$ cat src/verilog/hai_pkg.sv
`default_nettype none
package hai_pkg;
	localparam int NCH    = 8;
	localparam int AW     = 5;
	localparam int DW     = 8;
	localparam int NSRC   = 3;
	localparam int SYNC_W = 23;

	// primary bank map
	localparam logic [AW-1:0] A_ID      = 5'h00;
	localparam logic [AW-1:0] A_LOS_ST  = 5'h04;
	localparam logic [AW-1:0] A_SC_ST   = 5'h05;
	localparam logic [AW-1:0] A_LOS_MSK = 5'h06;
	localparam logic [AW-1:0] A_SC_MSK  = 5'h07;
	localparam logic [AW-1:0] A_LOS_FLG = 5'h08;
	localparam logic [AW-1:0] A_SC_FLG  = 5'h09;
	localparam logic [AW-1:0] A_AIS_ST  = 5'h13;
	localparam logic [AW-1:0] A_AIS_MSK = 5'h14;
	localparam logic [AW-1:0] A_AIS_FLG = 5'h15;
	localparam logic [AW-1:0] A_BANK    = 5'h1f;

	// per source: loss of signal, short circuit, alarm indication
	localparam logic [AW-1:0] ST_ADDR  [NSRC] = '{A_LOS_ST, A_SC_ST, A_AIS_ST};
	localparam logic [AW-1:0] MSK_ADDR [NSRC] = '{A_LOS_MSK, A_SC_MSK, A_AIS_MSK};
	localparam logic [AW-1:0] FLG_ADDR [NSRC] = '{A_LOS_FLG, A_SC_FLG, A_AIS_FLG};

	localparam logic [DW-1:0] BANK_EXP_KEY = 8'haa;
	localparam logic [DW-1:0] BANK_RST     = 8'h00;
	localparam logic [DW-1:0] MASK_RST     = 8'h00;
	localparam logic [DW-1:0] FLAG_RST     = 8'h00;
	localparam logic [DW-1:0] DATA_ZERO    = 8'h00;
	// arbitrary identification value
	localparam logic [DW-1:0] ID_VALUE     = 8'h5a;

	// serial frame
	localparam int            SER_RW_BIT    = 0;
	localparam int            SER_ADDR_LSB  = 1;
	localparam logic [4:0]    SER_CNT_ZERO  = 5'h00;
	localparam logic [4:0]    SER_CNT_ONE   = 5'h01;
	localparam logic [4:0]    SER_CMD_LAST  = 5'h07;
	localparam logic [4:0]    SER_CMD_BITS  = 5'h08;
	localparam logic [4:0]    SER_LAST      = 5'h0f;
	localparam logic [4:0]    SER_FRAME     = 5'h10;

	typedef enum logic [0:0] {P_IDLE, P_DONE} hai_pstate_t;
endpackage
`default_nettype wire

$ cat src/verilog/hai_reg_if.sv
`timescale 1ns/1ps
`default_nettype none
interface hai_reg_if;
	logic       req;
	logic       wr;
	logic [4:0] addr;
	logic [7:0] wdata;
	logic [7:0] rdata;
	modport initiator (output req, output wr, output addr, output wdata, input rdata);
	modport target    (input req, input wr, input addr, input wdata, output rdata);
endinterface
`default_nettype wire

$ cat src/verilog/hai_serial.sv
`timescale 1ns/1ps
`default_nettype none
module hai_serial (
	// clock and reset
	input  wire logic      clk,
	input  wire logic      rst,
	// filtered serial pins
	input  wire logic      en,
	input  wire logic      sclk,
	input  wire logic      cs_n,
	input  wire logic      serial_in,
	output var  logic      serial_out,
	output var  logic      sdo_oe_n,
	// register access
	hai_reg_if.initiator   ri
);
	import hai_pkg::*;

	logic          sclk_d;
	logic [4:0]    cnt_reg;
	logic [DW-1:0] cmd_reg;
	logic [DW-1:0] din_reg;
	logic [DW-1:0] dout_reg;
	logic          rd_pend_reg;
	logic          active;
	logic          rise;
	logic          fall;
	logic          wr_go;
	logic          rd_go;

	assign active = en & ~cs_n;
	assign rise   = sclk & ~sclk_d;
	assign fall   = ~sclk & sclk_d;
	// write is issued on the sixteenth input edge
	assign wr_go  = active & rise & (cnt_reg == SER_LAST) & ~cmd_reg[SER_RW_BIT];
	assign rd_go  = rd_pend_reg & cmd_reg[SER_RW_BIT];

	assign ri.req   = wr_go | rd_go;
	assign ri.wr    = wr_go;
	// upper two command bits are simply never looked at
	assign ri.addr  = cmd_reg[SER_ADDR_LSB +: AW];
	assign ri.wdata = {serial_in, din_reg[DW-1:1]};

	always_ff @(posedge clk) begin
		if (rst) begin
			sclk_d <= 1'b0;
		end else begin
			sclk_d <= sclk;
		end
	end

	// inputs sampled on rising serial clock, lsb first
	always_ff @(posedge clk) begin
		if (rst) begin
			cnt_reg <= SER_CNT_ZERO;
			cmd_reg <= DATA_ZERO;
			din_reg <= DATA_ZERO;
		end else if (!active) begin
			cnt_reg <= SER_CNT_ZERO;
		end else if (rise && cnt_reg != SER_FRAME) begin
			cnt_reg <= cnt_reg + SER_CNT_ONE;
			if (cnt_reg < SER_CMD_BITS) begin
				cmd_reg <= {serial_in, cmd_reg[DW-1:1]};
			end else begin
				din_reg <= {serial_in, din_reg[DW-1:1]};
			end
		end
	end

	always_ff @(posedge clk) begin
		if (rst) begin
			rd_pend_reg <= 1'b0;
		end else begin
			rd_pend_reg <= active & rise & (cnt_reg == SER_CMD_LAST);
		end
	end

	// outputs change on falling serial clock during the data byte
	always_ff @(posedge clk) begin
		if (rst) begin
			dout_reg <= DATA_ZERO;
			serial_out      <= 1'b0;
			sdo_oe_n <= 1'b1;
		end else if (!active) begin
			sdo_oe_n <= 1'b1;
		end else if (rd_go) begin
			dout_reg <= ri.rdata;
		end else if (fall && cmd_reg[SER_RW_BIT] && cnt_reg >= SER_CMD_BITS
				&& cnt_reg != SER_FRAME) begin
			serial_out      <= dout_reg[0];
			dout_reg <= {1'b0, dout_reg[DW-1:1]};
			sdo_oe_n <= 1'b0;
		end
	end
endmodule
`default_nettype wire

$ cat src/verilog/hai_top.sv
`timescale 1ns/1ps
`default_nettype none
module hai_top (
	// clock and reset
	input  wire logic                  CLK_SYS,
	input  wire logic                  RST,
	// mode straps
	input  wire logic                  HOST_SEL_SERIAL,
	input  wire logic                  BUS_MUX_SELECT,
	input  wire logic                  STROBE_STYLE_SELECT,
	// parallel port
	input  wire logic                  CS_N,
	input  wire logic                  STROBE_WR_N,
	input  wire logic                  RWSEL_RD_N,
	input  wire logic                  ADDR_LATCH,
	input  wire logic [hai_pkg::AW-1:0] ADDR,
	input  wire logic [hai_pkg::DW-1:0] DATA_IN,
	output var  logic [hai_pkg::DW-1:0] DATA_OUT,
	output var  logic                  DATA_OE_N,
	output var  logic                  HANDSHAKE_N,
	// serial port
	input  wire logic                  SER_CLK,
	input  wire logic                  SER_CS_N,
	input  wire logic                  SER_IN,
	output wire logic                  SER_OUT,
	output wire logic                  SER_OUT_OE_N,
	// alarm conditions from the line channels
	input  wire logic [hai_pkg::NCH-1:0] SIGNAL_ABSENT_IN,
	input  wire logic [hai_pkg::NCH-1:0] SHORT_CIRCUIT_IN,
	input  wire logic [hai_pkg::NCH-1:0] ALARM_IND_IN,
	// open-drain interrupt
	output wire logic                  INT_OUT,
	output var  logic                  INT_OE_N
);
	import hai_pkg::*;

	// pin synchronisers
	logic [SYNC_W-1:0] pin_raw;
	logic [SYNC_W-1:0] s1_reg;
	logic [SYNC_W-1:0] s2_reg;
	logic [SYNC_W-1:0] s3_reg;
	logic [SYNC_W-1:0] filt_reg;

	logic          cs_n_f;
	logic          strobe_f;
	logic          rwsel_f;
	logic          ale_f;
	logic [AW-1:0] addr_f;
	logic [DW-1:0] data_f;
	logic          sclk_f;
	logic          scs_n_f;
	logic          sdi_f;
	logic          sel_ser_f;
	logic          mux_f;
	logic          style_f;

	assign pin_raw = {CS_N, STROBE_WR_N, RWSEL_RD_N, ADDR_LATCH, ADDR, DATA_IN,
		SER_CLK, SER_CS_N, SER_IN, HOST_SEL_SERIAL, BUS_MUX_SELECT, STROBE_STYLE_SELECT};

	assign {cs_n_f, strobe_f, rwsel_f, ale_f, addr_f, data_f,
		sclk_f, scs_n_f, sdi_f, sel_ser_f, mux_f, style_f} = filt_reg;

	// a change is accepted only when stages two and three agree
	genvar gb;
	generate
		for (gb = 0; gb < SYNC_W; gb++) begin : g_sync
			always_ff @(posedge CLK_SYS) begin
				s1_reg[gb] <= pin_raw[gb];
				s2_reg[gb] <= s1_reg[gb];
				s3_reg[gb] <= s2_reg[gb];
				if (s2_reg[gb] == s3_reg[gb]) begin
					filt_reg[gb] <= s3_reg[gb];
				end
			end
		end
	endgenerate

	// straps are taken while reset is held and frozen afterwards
	logic serial_mode_reg;
	logic mux_mode_reg;
	logic rdwr_style_reg;

	always_ff @(posedge CLK_SYS) begin
		if (RST) begin
			serial_mode_reg <= sel_ser_f;
			mux_mode_reg    <= mux_f;
			rdwr_style_reg  <= style_f;
		end
	end

	// shared register access path
	hai_reg_if ri ();

	logic          acc_req;
	logic          acc_wr;
	logic [AW-1:0] acc_addr;
	logic [DW-1:0] acc_wdata;
	logic [DW-1:0] rd_data;
	logic [DW-1:0] bank_reg;
	logic          prim;

	// parallel side
	hai_pstate_t   pstate_reg;
	logic [AW-1:0] addr_lat_reg;
	logic          ale_d;
	logic          par_rd;
	logic          par_wr;
	logic          par_go;
	logic          par_end;
	logic [AW-1:0] par_addr;

	// strobe style: data strobe plus rw select, or separate rd/wr strobes
	always_comb begin
		if (rdwr_style_reg) begin
			par_rd = ~rwsel_f;
			par_wr = ~strobe_f & rwsel_f;
		end else begin
			par_rd = ~strobe_f & rwsel_f;
			par_wr = ~strobe_f & ~rwsel_f;
		end
	end

	assign par_go   = ~serial_mode_reg & ~cs_n_f & (par_rd | par_wr)
		& (pstate_reg == P_IDLE);
	assign par_end  = cs_n_f | ~(par_rd | par_wr);
	assign par_addr = mux_mode_reg ? addr_lat_reg : addr_f;

	// multiplexed bus: address is caught as the latch strobe falls
	always_ff @(posedge CLK_SYS) begin
		if (RST) begin
			ale_d        <= 1'b0;
			addr_lat_reg <= A_ID;
		end else begin
			ale_d <= ale_f;
			if (ale_d && !ale_f) begin
				addr_lat_reg <= data_f[AW-1:0];
			end
		end
	end

	always_ff @(posedge CLK_SYS) begin
		if (RST) begin
			pstate_reg <= P_IDLE;
		end else begin
			case (pstate_reg)
				P_IDLE: begin
					if (par_go) begin
						pstate_reg <= P_DONE;
					end
				end
				P_DONE: begin
					if (par_end) begin
						pstate_reg <= P_IDLE;
					end
				end
				default: pstate_reg <= P_IDLE;
			endcase
		end
	end

	// handshake stays asserted until the host drops its strobe
	always_ff @(posedge CLK_SYS) begin
		if (RST) begin
			DATA_OUT    <= DATA_ZERO;
			DATA_OE_N   <= 1'b1;
			HANDSHAKE_N <= 1'b1;
		end else if (par_go) begin
			HANDSHAKE_N <= 1'b0;
			if (par_rd) begin
				DATA_OUT  <= rd_data;
				DATA_OE_N <= 1'b0;
			end
		end else if (pstate_reg == P_DONE && par_end) begin
			HANDSHAKE_N <= 1'b1;
			DATA_OE_N   <= 1'b1;
		end
	end

	// only one port is live, chosen by the strap
	always_comb begin
		if (serial_mode_reg) begin
			acc_req   = ri.req;
			acc_wr    = ri.wr;
			acc_addr  = ri.addr;
			acc_wdata = ri.wdata;
		end else begin
			acc_req   = par_go;
			acc_wr    = par_wr & ~par_rd;
			acc_addr  = par_addr;
			acc_wdata = data_f;
		end
	end

	assign ri.rdata = rd_data;

	hai_serial u_serial (
		.clk      (CLK_SYS),
		.rst      (RST),
		.en       (serial_mode_reg),
		.sclk     (sclk_f),
		.cs_n     (scs_n_f),
		.serial_in      (sdi_f),
		.serial_out      (SER_OUT),
		.sdo_oe_n (SER_OUT_OE_N),
		.ri       (ri.initiator)
	);

	// bank pointer; expanded registers are not part of this block and read zero
	always_ff @(posedge CLK_SYS) begin
		if (RST) begin
			bank_reg <= BANK_RST;
		end else if (acc_req && acc_wr && acc_addr == A_BANK) begin
			bank_reg <= acc_wdata;
		end
	end

	assign prim = (bank_reg != BANK_EXP_KEY);

	// interrupt sources
	logic [NCH-1:0] src_in   [NSRC];
	logic [NCH-1:0] st_reg   [NSRC];
	logic [NCH-1:0] mask_reg [NSRC];
	logic [NCH-1:0] flag_reg [NSRC];
	logic [NCH-1:0] set_v    [NSRC];
	logic [NSRC-1:0] clr_v;
	logic [NSRC-1:0] pend_v;

	assign src_in[0] = SIGNAL_ABSENT_IN;
	assign src_in[1] = SHORT_CIRCUIT_IN;
	assign src_in[2] = ALARM_IND_IN;

	genvar gs;
	generate
		for (gs = 0; gs < NSRC; gs++) begin : g_src
			// edge of the live condition against the last status seen
			assign set_v[gs] = mask_reg[gs] & (src_in[gs] ^ st_reg[gs]);
			assign clr_v[gs] = acc_req & ~acc_wr & prim & (acc_addr == ST_ADDR[gs]);
			assign pend_v[gs] = |(flag_reg[gs] & mask_reg[gs]);

			always_ff @(posedge CLK_SYS) begin
				if (RST) begin
					st_reg[gs] <= src_in[gs];
				end else begin
					st_reg[gs] <= src_in[gs];
				end
			end

			always_ff @(posedge CLK_SYS) begin
				if (RST) begin
					mask_reg[gs] <= MASK_RST;
				end else if (acc_req && acc_wr && prim && acc_addr == MSK_ADDR[gs]) begin
					mask_reg[gs] <= acc_wdata;
				end
			end

			// a new edge in the clearing cycle survives the clear
			always_ff @(posedge CLK_SYS) begin
				if (RST) begin
					flag_reg[gs] <= FLAG_RST;
				end else if (clr_v[gs]) begin
					flag_reg[gs] <= set_v[gs];
				end else begin
					flag_reg[gs] <= flag_reg[gs] | set_v[gs];
				end
			end

		end
	endgenerate

	// read mux; reserved and unmapped addresses read zero
	always_comb begin
		rd_data = DATA_ZERO;
		if (acc_addr == A_BANK) begin
			rd_data = bank_reg;
		end else if (prim) begin
			if (acc_addr == A_ID) begin
				rd_data = ID_VALUE;
			end
			for (int s = 0; s < NSRC; s++) begin
				if (acc_addr == ST_ADDR[s]) begin
					rd_data = st_reg[s];
				end
				if (acc_addr == MSK_ADDR[s]) begin
					rd_data = mask_reg[s];
				end
				if (acc_addr == FLG_ADDR[s]) begin
					rd_data = flag_reg[s];
				end
			end
		end
	end

	// open-drain: pin is pulled low only, release relies on the board pull-up
	assign INT_OUT = 1'b0;

	always_ff @(posedge CLK_SYS) begin
		if (RST) begin
			INT_OE_N <= 1'b1;
		end else begin
			INT_OE_N <= ~(|pend_v);
		end
	end
endmodule
`default_nettype wire

$ cat config.mk
export PLATFORM = sky130hd
export DESIGN_NAME = hai_top
export DESIGN_NICKNAME = d
export VERILOG_FILES = /design/src/verilog/hai_pkg.sv /design/src/verilog/hai_reg_if.sv /design/src/verilog/hai_serial.sv /design/src/verilog/hai_top.sv
export SDC_FILE = /design/constraint.sdc
export NUM_CORES = 1
export LEC_CHECK = 0
export BUFFER_PORTS_ARGS = -buffer_cell sky130_fd_sc_hd__buf_2
export CORE_MARGIN = 10
export CORE_UTILIZATION = 37
export DETAILED_ROUTE_END_ITERATION = 8
export PLACE_DENSITY = 0.59
export SYNTH_ARGS = -nofsm -noshare
export SYNTH_HDL_FRONTEND = slang
export SYNTH_SLANG_ARGS = --single-unit
$ cat constraint.sdc
create_clock -name CLK_SYS -period 2.71 [get_ports CLK_SYS]
set_clock_uncertainty 0.05 [all_clocks]
set_input_delay 0.271 -clock CLK_SYS [delete_from_list [all_inputs] [get_ports CLK_SYS]]
set_output_delay 0.271 -clock CLK_SYS [all_outputs]
set_load 0.02 [all_outputs]
## Word-level counts from Yosys, hierarchy flattened

Memories as Yosys holds them, arrays and structs flattened.
Cells that the tools add are included.

| word-level totals | value |
|---|---|
| RAM bits | 72 |
| memories kept | 3 |
| bits in registers | 154 |
| logic and storage cells | 312 |

| operators by class | value |
|---|---|
| equal/unequal tests | 38 |
| reduce and logical (&&, ||, !) cells | 25 |
| add/subtract/negate cells | 1 |
| bitwise logic cells | 62 |
| muxes and demuxes | 70 |
| magnitude comparators | 2 |

Memory list:

| name | depth | bits a word | rd ports | clocked after memory_dff | write ports | RTL line | RTL |
|---|---|---|---|---|---|---|---|
| flag_reg | 3 | 8 | 3 | 0 | 3 | hai_top.sv:223 | `logic [NCH-1:0] flag_reg [NSRC];` |
| mask_reg | 3 | 8 | 3 | 0 | 3 | hai_top.sv:222 | `logic [NCH-1:0] mask_reg [NSRC];` |
| st_reg | 3 | 8 | 3 | 0 | 3 | hai_top.sv:221 | `logic [NCH-1:0] st_reg [NSRC];` |

Operator list:

| kind | number |
|---|---|
| 8-bit two-way mux | 26 |
| 8-bit AND | 6 |
| 1-bit two-way mux | 40 |
| 5-bit by 3-bit == test with 1-bit output (second input constant) | 5 |
| 8-bit OR | 3 |
| 24-bit OR reduction | 1 |
| 8-bit bitwise XOR | 3 |
| 1-bit == test | 23 |
| 5-bit == test (second input constant) | 4 |
| 1-bit AND | 19 |
| 1-bit NOT | 16 |
| 5-bit by 4-bit == test with 1-bit output (second input constant) | 3 |
| 1-bit OR | 15 |
| 1-bit logical AND | 12 |
| 5-bit two-way mux | 2 |
| 3-bit AND reduction | 3 |
| 8-bit != test (second input constant) | 1 |
| 2-bit AND reduction | 4 |
| 7-bit two-way mux | 1 |
| 5-bit by 1-bit adder with 5-bit output (second input constant) | 1 |
| 5-bit by 4-bit >= comparator with 1-bit output (second input constant) | 1 |
| 5-bit logical NOT | 1 |
| 5-bit by 4-bit < comparator with 1-bit output (second input constant) | 1 |
| 5-bit != test (second input constant) | 1 |
| other kinds (5) | 6 |

## Logic depth before layout (Yosys ltp)

| logic depth | value |
|---|---|
| word-level depth | 16 |
| depth in mapped cells | 11 |

## Hierarchy

From an unflattened synthesis, not the netlist that was laid out.

| second synthesis, totals | value |
|---|---|
| cells, all modules | 794 |
| area, all modules | 8911.0 um^2 |

Modules (own cells, without submodules):

| module | seq. area each (um^2) | instances | area an instance (um^2) | cells each |
|---|---|---|---|---|
| hai_top | 4604.4 | 1 | 7419.6 | 630 |
| hai_serial | 640.6 | 1 | 1491.4 | 164 |

## Least setup slack after synthesis

No wires, ideal clock.

| path | value |
|---|---|
| path kind | register to register |
| from | register serial_mode_reg |
| to | memory flag_reg[2][0], data pin |
| arrival | 1.815 ns |
| slack | 0.579 ns |
| stages on the path, launching flop included | 8 |
| library setup time | 0.266 ns |
| buffers on the path | 2 |
| required time | 2.394 ns |
| path through | edfxtp_1 > buf_4 > buf_6 > o21a_1 > nor3_2 > nand3_1 > a22oi_1 > nor2_1 |

RTL lines:

| element | RTL line | RTL |
|---|---|---|
| start: declaration | hai_top.sv:79 | `logic serial_mode_reg;` |
| start signal: assignment | hai_top.sv:85 | `serial_mode_reg <= sel_ser_f;` |
| end: declaration | hai_top.sv:223 |  |

## Worst setup path in the final report

| path | value |
|---|---|
| from | register mux_mode_reg |
| to | register u_serial.dout_reg[5] |

| between the ends | value |
|---|---|
| word-level cells in the longest chain between the ends | 15 |
| elaborated cells between the ends (all ways) | 24 |
| classes of those cells | 10 x eq/ne; 14 x mux |

RTL lines:

| element | RTL line | RTL |
|---|---|---|
| start: declaration | hai_top.sv:80 | `logic mux_mode_reg;` |
| start signal: assignment | hai_top.sv:86 | `mux_mode_reg <= mux_f;` |
| 5-bit two-way mux (*) | hai_top.sv:126 | `assign par_addr = mux_mode_reg ? addr_lat_reg : addr_f;` |
| 5-bit two-way mux (*) | hai_top.sv:181 | `if (serial_mode_reg) begin` |
| 5-bit by 3-bit == test with 1-bit output | hai_top.sv:280 | `if (acc_addr == ST_ADDR[s]) begin` |
| 8-bit two-way mux | hai_top.sv:280 |  |
| 8-bit two-way mux | hai_top.sv:283 | `if (acc_addr == MSK_ADDR[s]) begin` |
| 8-bit two-way mux | hai_top.sv:286 | `if (acc_addr == FLG_ADDR[s]) begin` |
| 8-bit two-way mux | hai_top.sv:280 |  |
| 8-bit two-way mux | hai_top.sv:283 |  |
| 8-bit two-way mux | hai_top.sv:286 |  |
| 8-bit two-way mux | hai_top.sv:280 |  |
| 8-bit two-way mux | hai_top.sv:283 |  |
| 8-bit two-way mux | hai_top.sv:286 |  |
| 8-bit two-way mux | hai_top.sv:275 | `end else if (prim) begin` |
| 8-bit two-way mux (*) | hai_top.sv:273 | `if (acc_addr == A_BANK) begin` |
| 8-bit two-way mux (*) | hai_serial.sv:86 | `end else if (rd_go) begin` |
| end signal: assignment | hai_serial.sv:87 | `dout_reg <= ri.rdata;` |
| end signal: assignment | hai_serial.sv:91 | `dout_reg <= {1'b0, dout_reg[DW-1:1]};` |
| end: declaration | hai_serial.sv:23 | `logic [DW-1:0] dout_reg;` |

Every way passes the cells marked *; elsewhere a longest branch is shown, timed or not.
A chain may end at the register's enable or synchronous reset.

==> summary.txt <==
STA
  – Normalized max-slew margin: 55.2%
  – # setup viols final: 0
  – Final hold vios: 0
  – Slew @ Worst Pin: 654 ps
  – Max-slew violation count: 0
  – Final min period: 2600 ps
  – Final worst slack: 108 ps
  – Fmax: 384 MHz
  – Tcrit/Tclk final: 96.0%

Critical path
  – Worst path required time: 3100 ps
  – Crit-path max FO: 20
  – Critical path arrival: 2990 ps
  – Worst r2r src: mux_mode_reg
  – Reg2Reg Depth: 10
  – Crit. End Element: flip-flop
  – Startpoint Class: flip-flop
  – RR Endpoint: u_serial.dout_reg[5]
  – Critical path class: reg -> reg
  – Crit path launch: mux_mode_reg
  – R2R setup slack: 110 ps
  – CP endpoint: u_serial.dout_reg[5]

Final layout
  – Nets: 1,001
  – Share of cells above drive strength 1: 18.0%
  – Non-filler cells, final: 1,287
  – Area growth, synth to finish: 26.8%
  – Area of the multi-input gates: 3530 um^2
  – Fillcell total: 2,217
  – Reg area: 5250 um^2
  – N_diodes: 0

Yosys
  – Count leader, synth: dfxtp_1
  – Synth cell count leaders: 151 x dfxtp_1, 105 x nor2_1, 74 x edfxtp_1
  – Area leader, netlist: dfxtp_1
  – FFs w/ async S/R, synth: 0%
  – Yosys top cell area share: 34.1%
  – Warnings, synthesis: 0
  – Ys flop type: dfxtp_1
  – Number of synthesized flops with an enable pin: 74
  – Ranking of synthesized cells by area: dfxtp_1 34%, edfxtp_1 25%, mux2i_1 4.6%
  – Yosys cell types: 71
  – Post-synthesis cell count: 777
  – Mapped Area: 8860 um^2
  – Seq cells post-synth: 225
  – Avg Cell Area, Syn: 11.4 um^2
  – Sequential area share after synthesis: 59.2%

Placement
  – Hpwl dp: 17,900 um
  – Placer congestion estimate: 0.926
  – Worst slack, placed: 44.5 ps
  – Port Buffer Count: 61
  – Inst Count DP: 1,189

Clock network
  – Clk root buf: clkbuf_16
  – CTS H-Tree Depth: 1
  – Clock Pin Slew Worst Setup and Hold Paths: 60 ps
  – Maximum root-to-sink buffer count: 3
  – # clock sinks: 225
  – CTS Buf Count: 25
  – Clock Latency Late Sink: 540 ps
  – CTS tree: built

Route
  – Initial drt markers: 552
  – Drt drc: 0
  – Routed WL per cell: 18.6 um
  – Final WL: 24,000 um
  – Vias per cell: 5.13
  – DRT antenna net count: 0
  – First-pass detailed-route iteration total: 7
  – Vias: 6,605

Pwr
  – Static Leak: 4.28 nW
  – Maximum vdd drop: 0.613 mV
  – PwrDens: 693 nW/um^2

GRT
  – M1 GR Usage: 20.9%
  – Vias in the first global route: 6,603
  – First-pass GRT wire length: 37,300 um
  – Largest net degree at the start of global routing: 30
  – Grt total ovfl: 0
  – Gr usage total: 15.2%
  – Initial antenna violation count: 0
  – GR peak layer: met2
  – Met3 usage: 3.54%
  – GR Util met2: 23.6%

Die
  – Cell Rows: 56
  – Die height: 175 um
  – Die ar.: 30,500 um^2
  – Initial Util: 37.6%
  – Die Span X: 175 um
  – I/O pin total: 63
  – Core ar.: 23,500 um^2

Min path
  – Worst hold path type: in -> reg

Run
  – Max Cap Violations: 0

Status
  – Status: finished clean
logic make-up (layout without fill, tap and decap cells):
group           Yosys count  count (layout)  synth area share [%]
other cells               2              25                0.0848
simple gates            235             235                  13.3
compound gates          177             177                  14.4
flops                   225             225                  59.2
fa+ha+maj                 3               3                 0.424
buf+inv                  42             210                  2.63
mux                      43              43                  5.04
xor+xnor                 50              50                  4.94
cell type report:
type	count	share of cell area, %
Sequential cell	225	46.7
Multi-Input combinational cell	533	31.4
Clock buffer	29	5.70
Clock inverter	17	1.56
Tap cell	319	3.55
Timing Repair Buffer	158	10.9
Inverter	6	0.200
cells in the final DEF (no fill, tap or decap), types with 6 or more instances in the layout:
| cell | n |
|---|---|
| xor2_1 | 26 |
| o21ai_1 | 12 |
| edfxtp_1 | 74 |
| dlygate4sd3_1 | 47 |
| nand2_1 | 31 |
| conb_1 | 25 |
| buf_2 | 61 |
| clkinv_1 | 8 |
| nor2_1 | 105 |
| buf_12 | 6 |
| nor2b_1 | 7 |
| xnor2_1 | 24 |
| buf_4 | 44 |
| inv_1 | 6 |
| a31oi_1 | 9 |
| nand3_1 | 23 |
| clkbuf_16 | 25 |
| a211oi_1 | 12 |
| dfxtp_1 | 151 |
| nor3_1 | 14 |
| a21oi_1 | 23 |
| mux2i_1 | 41 |
| a22oi_1 | 36 |
| nand2b_1 | 9 |
| a21o_1 | 6 |
| and3_1 | 7 |
| o21ai_0 | 16 |
metal layers:
layer / part of all wire, % / vias to the layer above
met5: 0 / -
met4: 1.5 / 0
met3: 7.4 / 29
met2: 45 / 221
met1: 46 / 3166
li1: - / 3189
critical path, stage by stage (launching register included):
cell and delay [ps]:
edfxtp_1 440, buf_4 160, mux2i_1 200, o21ai_1 130
buf_12 180, nor2_1 210, buf_4 240, nand3_1 130
a31oi_1 330, o31ai_1 150, a221oi_1 280
worst min-delay path by stage:
stage | from | end | slack (ps) | cells after the start
2_1_floorplan | STROBE_STYLE_SELECT | s1_reg[0] | 250 | 0
3_3_place_gp | s1_reg[20] | s2_reg[20] | 260 | 0
3_5_place_dp | s1_reg[10] | s2_reg[10] | 260 | 0
4_1_cts | RST | u_serial.din_reg[2] | 80 | 2
5_1_grt | RST | addr_lat_reg[0] | 90 | 2
6_report | RST | addr_lat_reg[0] | 100 | 2
metrics by stage:
stage | power (mW) | setup TNS (ps) | hold WS, ps | util, % | cell area [um^2]
global route | 8.09 | -24.7 | 94.9 | 47.7 | 11200
floorplan | 4.18 | 0 | 249 | - | 8950
global placement | 4.44 | 0 | 260 | 41.9 | 9850
detailed placement | 4.44 | 0 | 262 | 41.9 | 9850
finish | 7.79 | 0 | 101 | 47.7 | 11200
CTS | 7.86 | 0 | 80.8 | 47.3 | 11100
power by group:
group	switching [mW]	internal, mW	leakage (nW)
Clock	1.35	1.99	0.394
Combinational	0.366	0.301	1.88
Sequential	0.125	3.66	2.00
Total	1.84	5.95	4.28
what timing repair did:
item | CTS | global route
hold endpoints to repair | 47 | 0
buffers inserted | 0 | 5
hold buffers | 47 | 0
gates resized for setup | 0 | 10
endpoints found under the setup margin | 0 | 19
(Power assumes the default switching activity.)
